File: src/include/hwi_regs.svh
// register offsets, bit positions and reset values of the hardware interrupt group
`ifndef HWI_REGS_SVH
`define HWI_REGS_SVH
// register offsets on the host register address
`define HWI_OFS_PENDING 7'h06
`define HWI_OFS_ENABLE 7'h0F
`define HWI_OFS_OUT_EN 7'h13
// common source bits
`define HWI_BIT_FRAMING 15
`define HWI_BIT_EEPROM_CHECKSUM_ERROR 14
`define HWI_BIT_RAM_PARITY_FAIL 13
`define HWI_BIT_RT 2
`define HWI_BIT_MT 1
// read-only field of the enable register, bits 4..0
`define HWI_EN_RO_MASK 16'h001F
// writable bits of the pending register, 15..3
`define HWI_PEND_RW_MASK 16'hFFF8
// implemented source bits 15..13
`define HWI_SRC_MASK 16'hE000
// reset values
`define HWI_EN_RST 16'h4000
`define HWI_OE_RST 16'h4000
`define HWI_PEND_RST 16'h0000
// master status ram-init-fail bit position
`define HWI_MSR_RAM_INIT_FAIL 1
`endif

File: src/include/hwi_pkg.sv
// types shared by the hardware interrupt register files
package hwi_pkg;
	// register selector, one-hot
	typedef enum logic [3:0] {
		HWI_SEL_NONE = 4'h1,
		HWI_SEL_PEND = 4'h2,
		HWI_SEL_EN = 4'h4,
		HWI_SEL_OE = 4'h8
	} hwi_sel_t;
	// sixteen-bit register word
	typedef logic [15:0] hwi_word_t;
endpackage

File: src/logic/hwi_sync.sv
// two-flip-flop synchroniser for a vector of pin levels
`timescale 1ns/1ps
module hwi_sync #(
	parameter int WIDTH = 1
) (
	input wire logic clk,
	input wire logic [WIDTH-1:0] d,
	output logic [WIDTH-1:0] q
);
	// first stage, read only by the second stage
	logic [WIDTH-1:0] meta;
	logic [WIDTH-1:0] next_meta;
	logic [WIDTH-1:0] next_q;

	// next values of both stages
	// no reset here: the strap must reach the capture flop during reset
	always_comb
	begin
		next_meta = d;
		next_q = meta;
	end

	// register both stages
	always_ff @(posedge clk)
	begin
		meta <= next_meta;
		q <= next_q;
	end
endmodule

File: src/logic/hwi_regs_top.sv
// hardware interrupt enable, pending and output-enable registers
// Notes on behaviour
// - enable bits four to zero are read-only
// - pending bits two, one summarise RT, MT
// - bits fifteen to three share source meaning
// - bit fifteen flags host serial framing error
// - checksum error only with auto-init strapped high
// - checksum enable, output-enable bits reset to one
// - bit thirteen flags uncorrectable ram parity failure
// - parity error clears master status init-fail flag
// - all output-enabled pending interrupts ORed onto one request
`timescale 1ns/1ps
`include "hwi_regs.svh"
module hwi_regs_top
	import hwi_pkg::*;
(
	input wire logic CORE_CLK,
	input wire logic RST_B,
	input wire logic [6:0] REG_ADDR,
	input wire logic REG_WR,
	input wire logic REG_RD,
	input wire logic [15:0] REG_WDATA,
	output logic [15:0] REG_RDATA,
	input wire logic AUTO_INIT_SELECT,
	input wire logic HOST_SERIAL_FRAMING_ERROR,
	input wire logic EEPROM_CHECKSUM_ERROR,
	input wire logic RAM_PARITY_FAIL,
	input wire logic RAM_INIT_FAIL_SET,
	input wire logic RT_PENDING_ANY,
	input wire logic MT_PENDING_ANY,
	output logic RAM_INIT_FAIL,
	output logic AUTO_INIT_ENABLED,
	output logic IRQ_B
);
	// synchronised copy of the auto-init strap pin
	logic auto_pin;
	// registers
	hwi_word_t enable, next_enable;
	hwi_word_t pending, next_pending;
	hwi_word_t out_en, next_out_en;
	logic ram_init_fail, next_ram_init_fail;
	logic auto_init, next_auto_init;
	// strap capture happens in first cycle after reset release
	logic in_reset, next_in_reset;
	hwi_word_t rdata, next_rdata;
	logic irq, next_irq;
	// decoded selector and source events
	hwi_sel_t wsel, rsel;
	hwi_word_t events;

	// decode an address into a register selector
	function automatic hwi_sel_t decode(input logic [6:0] a);
		unique case (a)
			`HWI_OFS_PENDING: decode = HWI_SEL_PEND;
			`HWI_OFS_ENABLE: decode = HWI_SEL_EN;
			`HWI_OFS_OUT_EN: decode = HWI_SEL_OE;
			default: decode = HWI_SEL_NONE;
		endcase
	endfunction

	// strap pin synchroniser
	hwi_sync #(
		.WIDTH(1)
	) u_sync (
		.clk(CORE_CLK),
		.d(AUTO_INIT_SELECT),
		.q(auto_pin)
	);

	assign wsel = REG_WR ? decode(REG_ADDR) : HWI_SEL_NONE;
	assign rsel = decode(REG_ADDR);

	// event vector in common source layout
	always_comb
	begin
		events = '0;
		events[`HWI_BIT_FRAMING] = HOST_SERIAL_FRAMING_ERROR;
		events[`HWI_BIT_EEPROM_CHECKSUM_ERROR] = EEPROM_CHECKSUM_ERROR & auto_init;
		events[`HWI_BIT_RAM_PARITY_FAIL] = RAM_PARITY_FAIL | RAM_INIT_FAIL_SET;
	end

	// next values of all register state
	always_comb
	begin
		next_enable = enable;
		next_out_en = out_en;
		next_pending = pending;
		next_ram_init_fail = ram_init_fail;
		next_auto_init = auto_init;
		next_in_reset = 1'b0;
		next_rdata = rdata;
		next_irq = 1'b0;
		// strap captured one cycle after release, after sync
		if (in_reset)
		begin
			next_auto_init = auto_pin;
		end
		if (wsel == HWI_SEL_EN)
		begin
			next_enable = (REG_WDATA & ~`HWI_EN_RO_MASK)
				| (enable & `HWI_EN_RO_MASK);
		end
		// same low-bit protection on output enable
		if (wsel == HWI_SEL_OE)
		begin
			next_out_en = (REG_WDATA & ~`HWI_EN_RO_MASK)
				| (out_en & `HWI_EN_RO_MASK);
		end
		// host writes one to clear pending source bits
		if (wsel == HWI_SEL_PEND)
		begin
			next_pending = pending & ~(REG_WDATA & `HWI_PEND_RW_MASK);
		end
		// set wins over clear, only enabled sources latch
		next_pending = next_pending | (events & enable & `HWI_SRC_MASK);
		// summary bits follow terminal pending levels
		next_pending[`HWI_BIT_RT] = RT_PENDING_ANY;
		next_pending[`HWI_BIT_MT] = MT_PENDING_ANY;
		next_pending[0] = 1'b0;
		// parity clears init fail, init fail set otherwise
		if (RAM_PARITY_FAIL)
		begin
			next_ram_init_fail = 1'b0;
		end
		else if (RAM_INIT_FAIL_SET)
		begin
			next_ram_init_fail = 1'b1;
		end
		// registered read data
		if (REG_RD)
		begin
			unique case (rsel)
				HWI_SEL_PEND: next_rdata = pending;
				HWI_SEL_EN: next_rdata = enable;
				HWI_SEL_OE: next_rdata = out_en;
				HWI_SEL_NONE: next_rdata = 16'h0000;
			endcase
		end
		next_irq = |(pending & out_en);
		if (!RST_B)
		begin
			next_enable = `HWI_EN_RST;
			next_out_en = `HWI_OE_RST;
			next_pending = `HWI_PEND_RST;
			next_ram_init_fail = 1'b0;
			next_auto_init = 1'b0;
			next_in_reset = 1'b1;
			next_rdata = 16'h0000;
			next_irq = 1'b0;
		end
	end

	// register all state
	always_ff @(posedge CORE_CLK)
	begin
		enable <= next_enable;
		out_en <= next_out_en;
		pending <= next_pending;
		ram_init_fail <= next_ram_init_fail;
		auto_init <= next_auto_init;
		in_reset <= next_in_reset;
		rdata <= next_rdata;
		irq <= next_irq;
	end

	// outputs
	assign REG_RDATA = rdata;
	assign RAM_INIT_FAIL = ram_init_fail;
	assign AUTO_INIT_ENABLED = auto_init;
	assign IRQ_B = ~irq;
endmodule

File: config.mk
export PLATFORM = sky130hd
export DESIGN_NAME = hwi_regs_top
export DESIGN_NICKNAME = d
export VERILOG_FILES = /design/src/include/hwi_pkg.sv /design/src/logic/hwi_sync.sv /design/src/logic/hwi_regs_top.sv
export VERILOG_INCLUDE_DIRS = /design/src /design/src/include
export SDC_FILE = /design/constraint.sdc
export NUM_CORES = 1
export LEC_CHECK = 0
export BUFFER_PORTS_ARGS = -buffer_cell sky130_fd_sc_hd__buf_2
export CORE_MARGIN = 4
export CORE_UTILIZATION = 40
export DETAILED_ROUTE_END_ITERATION = 8
export GPL_ROUTABILITY_DRIVEN = 0
export SKIP_CTS_REPAIR_TIMING = 1
export SKIP_LAST_GASP = 1
export SLEW_MARGIN = 20
export SYNTH_ARGS = -nofsm -noshare
export SYNTH_HDL_FRONTEND = slang
export SYNTH_SLANG_ARGS = --single-unit
File: constraint.sdc
create_clock -name CORE_CLK -period 2.7 [get_ports CORE_CLK]
set_input_delay 0.27 -clock CORE_CLK [delete_from_list [all_inputs] [get_ports CORE_CLK]]
set_output_delay 0.27 -clock CORE_CLK [all_outputs]
set_load 0.05 [all_outputs]
Word-level counts from Yosys, hierarchy flattened
Index checks and enable logic that the tools add are counted.
{ "op_classes": {"eq_ne": 10, "bitwise_logic": 11, "n_reduce_logical": 2, "n_mux": 5} }
{ "ops": {"columns": ["operator", "n"], "rows": [
  ["$pmux W16 S4", 1],
  ["$and A16 B16 Y16", 3],
  ["$or A16 B5 Y16", 2],
  ["$mux W16", 1],
  ["$not A16 Y16", 1],
  ["$or A16 B16 Y16", 1],
  ["$reduce_or A16 Y1", 1],
  ["$pmux W4 S3", 1],
  ["$eq A4 B2 Y1 const B", 2],
  ["$eq A4 B3 Y1 const B", 2],
  ["$eq A4 B4 Y1 const B", 2],
  ["$eq A7 B3 Y1 const B", 1],
  ["$eq A7 B4 Y1 const B", 1],
  ["$eq A7 B5 Y1 const B", 1],
  ["$eq A4 B1 Y1 const B", 1],
  ["$mux W4", 1],
  ["$not A1 Y1", 2],
  ["$reduce_or A2 Y1", 1],
  ["$and A1 B1 Y1", 1],
  ["$mux W1", 1],
  ["$or A1 B1 Y1", 1]
]} }
{ "word_totals": {"inputBits": 34, "reg_bits": 70, "output_inout_bits": 19} }

Depth between registers and ports, before layout
{ "logic_depth": {"depth_word": 6, "depth_mapped": 6, "mapped_depth_nobuf": 4} }

Cells and area by module
A second synthesis with hierarchy kept.
{ "unflattened": {"cells_unflattened": 278, "area_unflattened_um2": 2322.2} }
{ "by_module_without_submodules": {"columns": ["mod", "seq_area_each_um2", "area_each_um2", "n_inst", "cells_per_inst"], "rows": [
  ["hwi_regs_top", 1141.1, 2282.2, 1, 276],
  ["hwi_sync", 40.0, 40.0, 1, 2]
]} }

Worst setup path before layout
Ideal clock, no wire load.
{ "synth_timing": {"path_type": "input -> register", "from": "input REG_ADDR[5]", "to": "register enable[14]", "t_required_ns": 2.570, "path_buffers": 1, "slack_ns": 1.290, "t_arrival_ns": 1.280, "setup_time_ns": 0.130, "cell_stages": 5, "path_cell_list": "or3b_1 buf_6 nor3_4 mux2i_1 nand2_1"} }
{ "synth_between": {"elab_chain_len": 4, "word_cells_on_any_way": 6} }
{ "synth_lines": {"columns": ["item", "line", "rtl"], "rows": [
  ["start, declared", "hwi_regs_top.sv:19", "input wire logic [6:0] REG_ADDR,"],
  ["$eq A7 B5 Y1, or another cell as far along", "hwi_regs_top.sv:53", "unique case (a)"],
  ["$pmux W4 S3 *", "hwi_regs_top.sv:53", null],
  ["$mux W4 *", "hwi_regs_top.sv:70", "assign wsel = REG_WR ? decode(REG_ADDR) : HWI_SEL_NONE;"],
  ["$eq A4 B3 Y1 *", "hwi_regs_top.sv:98", "if (wsel == HWI_SEL_EN)"],
  ["end signal, assigned", "hwi_regs_top.sv:156", "enable <= next_enable;"],
  ["end, declared", "hwi_regs_top.sv:38", "hwi_word_t enable, next_enable;"]
]} }
Every way passes the cells marked *; elsewhere a longest branch is shown, timed or not.
A chain may end at the register's enable or synchronous reset.

Worst setup path after layout
{ "layout_timing": {"from": "input REG_ADDR[0]", "to": "register rdata[8] (netlist: REG_RDATA[8])"} }
{ "layout_between": {"elab_chain_len": 4, "word_cells_on_any_way": 9} }
{ "layout_lines": {"columns": ["item", "line", "rtl"], "rows": [
  ["$eq A7 B5 Y1, or another cell as far along", "hwi_regs_top.sv:53", null],
  ["$pmux W4 S3 *", "hwi_regs_top.sv:53", null],
  ["$eq A4 B1 Y1, or another cell as far along", "hwi_regs_top.sv:132", "unique case (rsel)"],
  ["$pmux W16 S4 *", "hwi_regs_top.sv:132", null],
  ["end signal, assigned", "hwi_regs_top.sv:162", "rdata <= next_rdata;"],
  ["end, declared", "hwi_regs_top.sv:45", "hwi_word_t rdata, next_rdata;"]
]} }
Marks and branches as above.

==> results_dict.tcl <==
set metrics [dict create \
    synth.distinct_cells 36 \
    synth-seq-cells 59 \
    timing.final.crit_period_ns 1.62 \
    core.rowCount 28 \
    io-pin-count 53 \
    final-max-slew-violation-count 0 \
    critical_path_arrival_ns 1.83 \
    worst_path_required_ns 2.91 \
    worstSetupPathDepth 5 \
    cts_tree "done" \
    critical_path.max_stage_delay_ns 0.54 \
    syn_to_final_growth_pct 18.3 \
    grt_max_degree 48 \
    synth_nets 310 \
    max-clock-path-buffers 2 \
    chipWidth_um 87.0 \
    cap_viol_max_count 0 \
    path_buf_inv 1 \
    worstSetupStartpointType "input pin" \
    worst_path_max_delay_cell "sky130_fd_sc_hd__nand3_1" \
    yosys-top-cells-count "sky130_fd_sc_hd__dfxtp_1, sky130_fd_sc_hd__a21oi_1, sky130_fd_sc_hd__nand3_1, sky130_fd_sc_hd__nand2_1, sky130_fd_sc_hd__clkbuf_1" \
    synth_edf_count 0 \
    design.die.area_um2 7560 \
    tns_ns 0 \
    crit_path_end_kind "flip-flop" \
    grt_first_pass_wirelength_um 10600 \
    synthDominantAreaCellType "sky130_fd_sc_hd__dfxtp_1" \
    dr.pass1.iters 4 \
    cts.htree.levels 3 \
    fin_hold_ws_ns 0.0298 \
    synth.most_common_cell "sky130_fd_sc_hd__dfxtp_1" \
    rsz0062_at_grt "false" \
    layout.filler_cells 581 \
    synthCells 276 \
    layout-drive-gt1-share 0.295 \
    worst_setup_path_startpoint "REG_ADDR[0]" \
    routed_via_density 5.56 \
    core_area_um2 5990 \
    period_share 0.600 \
    reg2reg_depth 3 \
    final.setup_skew_ns 0.00338 \
    ant_nets 0 \
    final-hold-violation-count 0 \
    asyncSetResetFlopFracSynth 0 \
    starting_density 0.416 \
    worst_setup_path_endpoint "REG_RDATA[8]" \
    detail_route.wl_per_cell_um 16.2 \
    clock-sinks 59 \
    count_of_inserted_antenna_diode_cells 0 \
    primary_flip_flop_cell_chosen_by_synthesis_mapping "sky130_fd_sc_hd__dfxtp_1" \
    cts.reportedPaths.clkPinSlew_ns 0.06 \
    timing_worst_slew_pin_value_ns 0.738 \
    ys_warn_count 0 \
    clk-insertion-delay-late_ns 0.34 \
    peakVddDrop_mv 0.296 \
    cts-buffers-inserted 9 \
    synth.top_cell.area_share 0.473 \
    power_per_cell_area_nw_per_um2 646 \
    register_area_share_after_synthesis 0.473 \
    timing.critical_path.fanout_max 16 \
    path_type_of_the_worst_setup_path "input pin to flip-flop" \
    cp_top_family "simple AND/OR/NAND/NOR gates" \
    place_hpwl_um 4140 \
    maxSlewHeadroom 0.507 \
    cts.root.buffer_cell "sky130_fd_sc_hd__clkbuf_8" \
    final_nets 352 \
    mappedNetlistArea_um2 2490 \
    final_cells 397 \
    power_leakage_nw 1.08 \
    timing.hold.worst.class "input pin to flip-flop" \
    placement.io_buffers 49 \
    netlist_top_cells_area "sky130_fd_sc_hd__dfxtp_1, sky130_fd_sc_hd__a21oi_1, sky130_fd_sc_hd__nand3_1, sky130_fd_sc_hd__nand2_1, sky130_fd_sc_hd__a211oi_2" \
    outcome "finished clean" \
    max_clock_freq_mhz 617 \
    routed_wirelength_um 6420 \
    antenna_found_initial 0 \
    global_route.overflow_total 0 \
    r2r_setup_slack_ns 1.51 \
    placed_cells_incl_taps 382 \
    final-setup-viol-count 0 \
    reg2reg_to "irq" \
    avgSynthCellArea_um2 9.04 \
    worst_r2r_startpoint "pending[11]" \
    worstPathCellList "buf_2 -> nor4b_1 -> nand3_1 -> o221ai_1 -> a21oi_1" \
    grt_pass1_vias 2084 \
    drt_drc_violations_left 0 \
    grt_util_overall 0.183 \
    dr_total_vias 2206 \
    die_height_um 87.0 \
    drt_iter0_markers 124 \
]
[through the flow]
stage	utilization	setup WS (ns)	cell area, um^2	power (mW)
2_1_floorplan	-	1.29	2490	1.01
3_3_place_gp	0.457	0.765	2740	1.07
3_5_place_dp	0.457	0.747	2740	1.07
4_1_cts	0.492	1.09	2950	1.92
5_1_grt	0.492	0.952	2950	1.97
6_report	0.492	1.08	2950	1.91
[registers in the layout (all words and copies together), names as in the netlist]
name	cells
u_sync.meta	1
REG_RDATA	16
AUTO_INIT_ENABLED	1
RAM_INIT_FAIL	1
u_sync.q	1
out_en	11
enable	11
irq	1
pending	15
in_reset	1
[per-layer routing]
metal / share of wire / routed length (um) / track usage / up-vias
met2: 0.45 / 2920 / 0.274 / 52
met5: 0 / 0 / 0 / -
met3: 0.058 / 371 / 0.0407 / 10
li1: - / - / - / 1097
met1: 0.47 / 3000 / 0.244 / 1047
met4: 0.021 / 138 / 0.0992 / 0
[cells in the final DEF, fill, tap and decap left out]
cell and count:
sky130_fd_sc_hd__o21ai_2 10, sky130_fd_sc_hd__nor3_4 1, sky130_fd_sc_hd__or2_2 1, sky130_fd_sc_hd__o21ai_0 1, sky130_fd_sc_hd__nor4b_1 1, sky130_fd_sc_hd__a21bo_2 1
sky130_fd_sc_hd__or3b_1 1, sky130_fd_sc_hd__inv_1 2, sky130_fd_sc_hd__a211oi_2 10, sky130_fd_sc_hd__buf_2 49, sky130_fd_sc_hd__buf_4 6, sky130_fd_sc_hd__nor2_1 4
sky130_fd_sc_hd__and4bb_2 1, sky130_fd_sc_hd__a222oi_1 1, sky130_fd_sc_hd__nand2b_1 6, sky130_fd_sc_hd__bufinv_16 1, sky130_fd_sc_hd__a21oi_1 48, sky130_fd_sc_hd__a211oi_1 1
sky130_fd_sc_hd__nand2_1 35, sky130_fd_sc_hd__a22o_1 2, sky130_fd_sc_hd__dfxtp_1 59, sky130_fd_sc_hd__nand4_1 1, sky130_fd_sc_hd__o221ai_1 11, sky130_fd_sc_hd__a311oi_1 1
sky130_fd_sc_hd__nand3_1 40, sky130_fd_sc_hd__and3_1 1, sky130_fd_sc_hd__clkbuf_1 1, sky130_fd_sc_hd__nor3b_1 1, sky130_fd_sc_hd__mux2i_1 2, sky130_fd_sc_hd__nor2_4 1
sky130_fd_sc_hd__nor3_1 1, sky130_fd_sc_hd__and2_1 2, sky130_fd_sc_hd__a31oi_1 2, sky130_fd_sc_hd__nor3_2 1, sky130_fd_sc_hd__nand4bb_1 1, sky130_fd_sc_hd__a221oi_1 2
sky130_fd_sc_hd__clkbuf_8 13
[power by group]
group	total (mW)	internal, mW	leakage [nW]	switching, mW
clock network	0.857	0.523	0.109	0.335
registers	0.894	0.886	0.479	0.00751
logic	0.156	0.0456	0.493	0.111
total	1.91	1.45	1.08	0.453
[worst min path at each step]
stage / end / cells after the start / slack [ns] / startpoint
2_1_floorplan: u_sync.meta / 0 / 0.30 / AUTO_INIT_SELECT
3_3_place_gp: u_sync.q / 0 / 0.31 / u_sync.meta
3_5_place_dp: u_sync.q / 0 / 0.32 / u_sync.meta
4_1_cts: u_sync.meta / 1 / 0.02 / AUTO_INIT_SELECT
5_1_grt: u_sync.meta / 1 / 0.02 / AUTO_INIT_SELECT
6_report: u_sync.meta / 1 / 0.03 / AUTO_INIT_SELECT
[logic make-up (layout without fill, tap and decap cells)]
| family | count (synthesis) | after routing | synth area share |
|---|---|---|---|
| and+or+nand+nor | 99 | 99 | 0.203 |
| DFF | 59 | 59 | 0.473 |
| AOI/OAI and AO/OA | 90 | 90 | 0.256 |
| muxes | 2 | 2 | 0.00802 |
| buffers and inverters | 26 | 72 | 0.0597 |
[area by class of cell]
type	count	area, um^2	share of cell area
clock buffers	14	183	0.0619
clock inverters	1	30.0	0.0102
inverters	2	7.51	0.00254
multi-input cells	191	1160	0.395
flip-flops and latches	59	1180	0.400
well taps	75	93.8	0.0318
repair buffers	55	290	0.0984
Note: power is estimated with default switching activity, not from simulation.
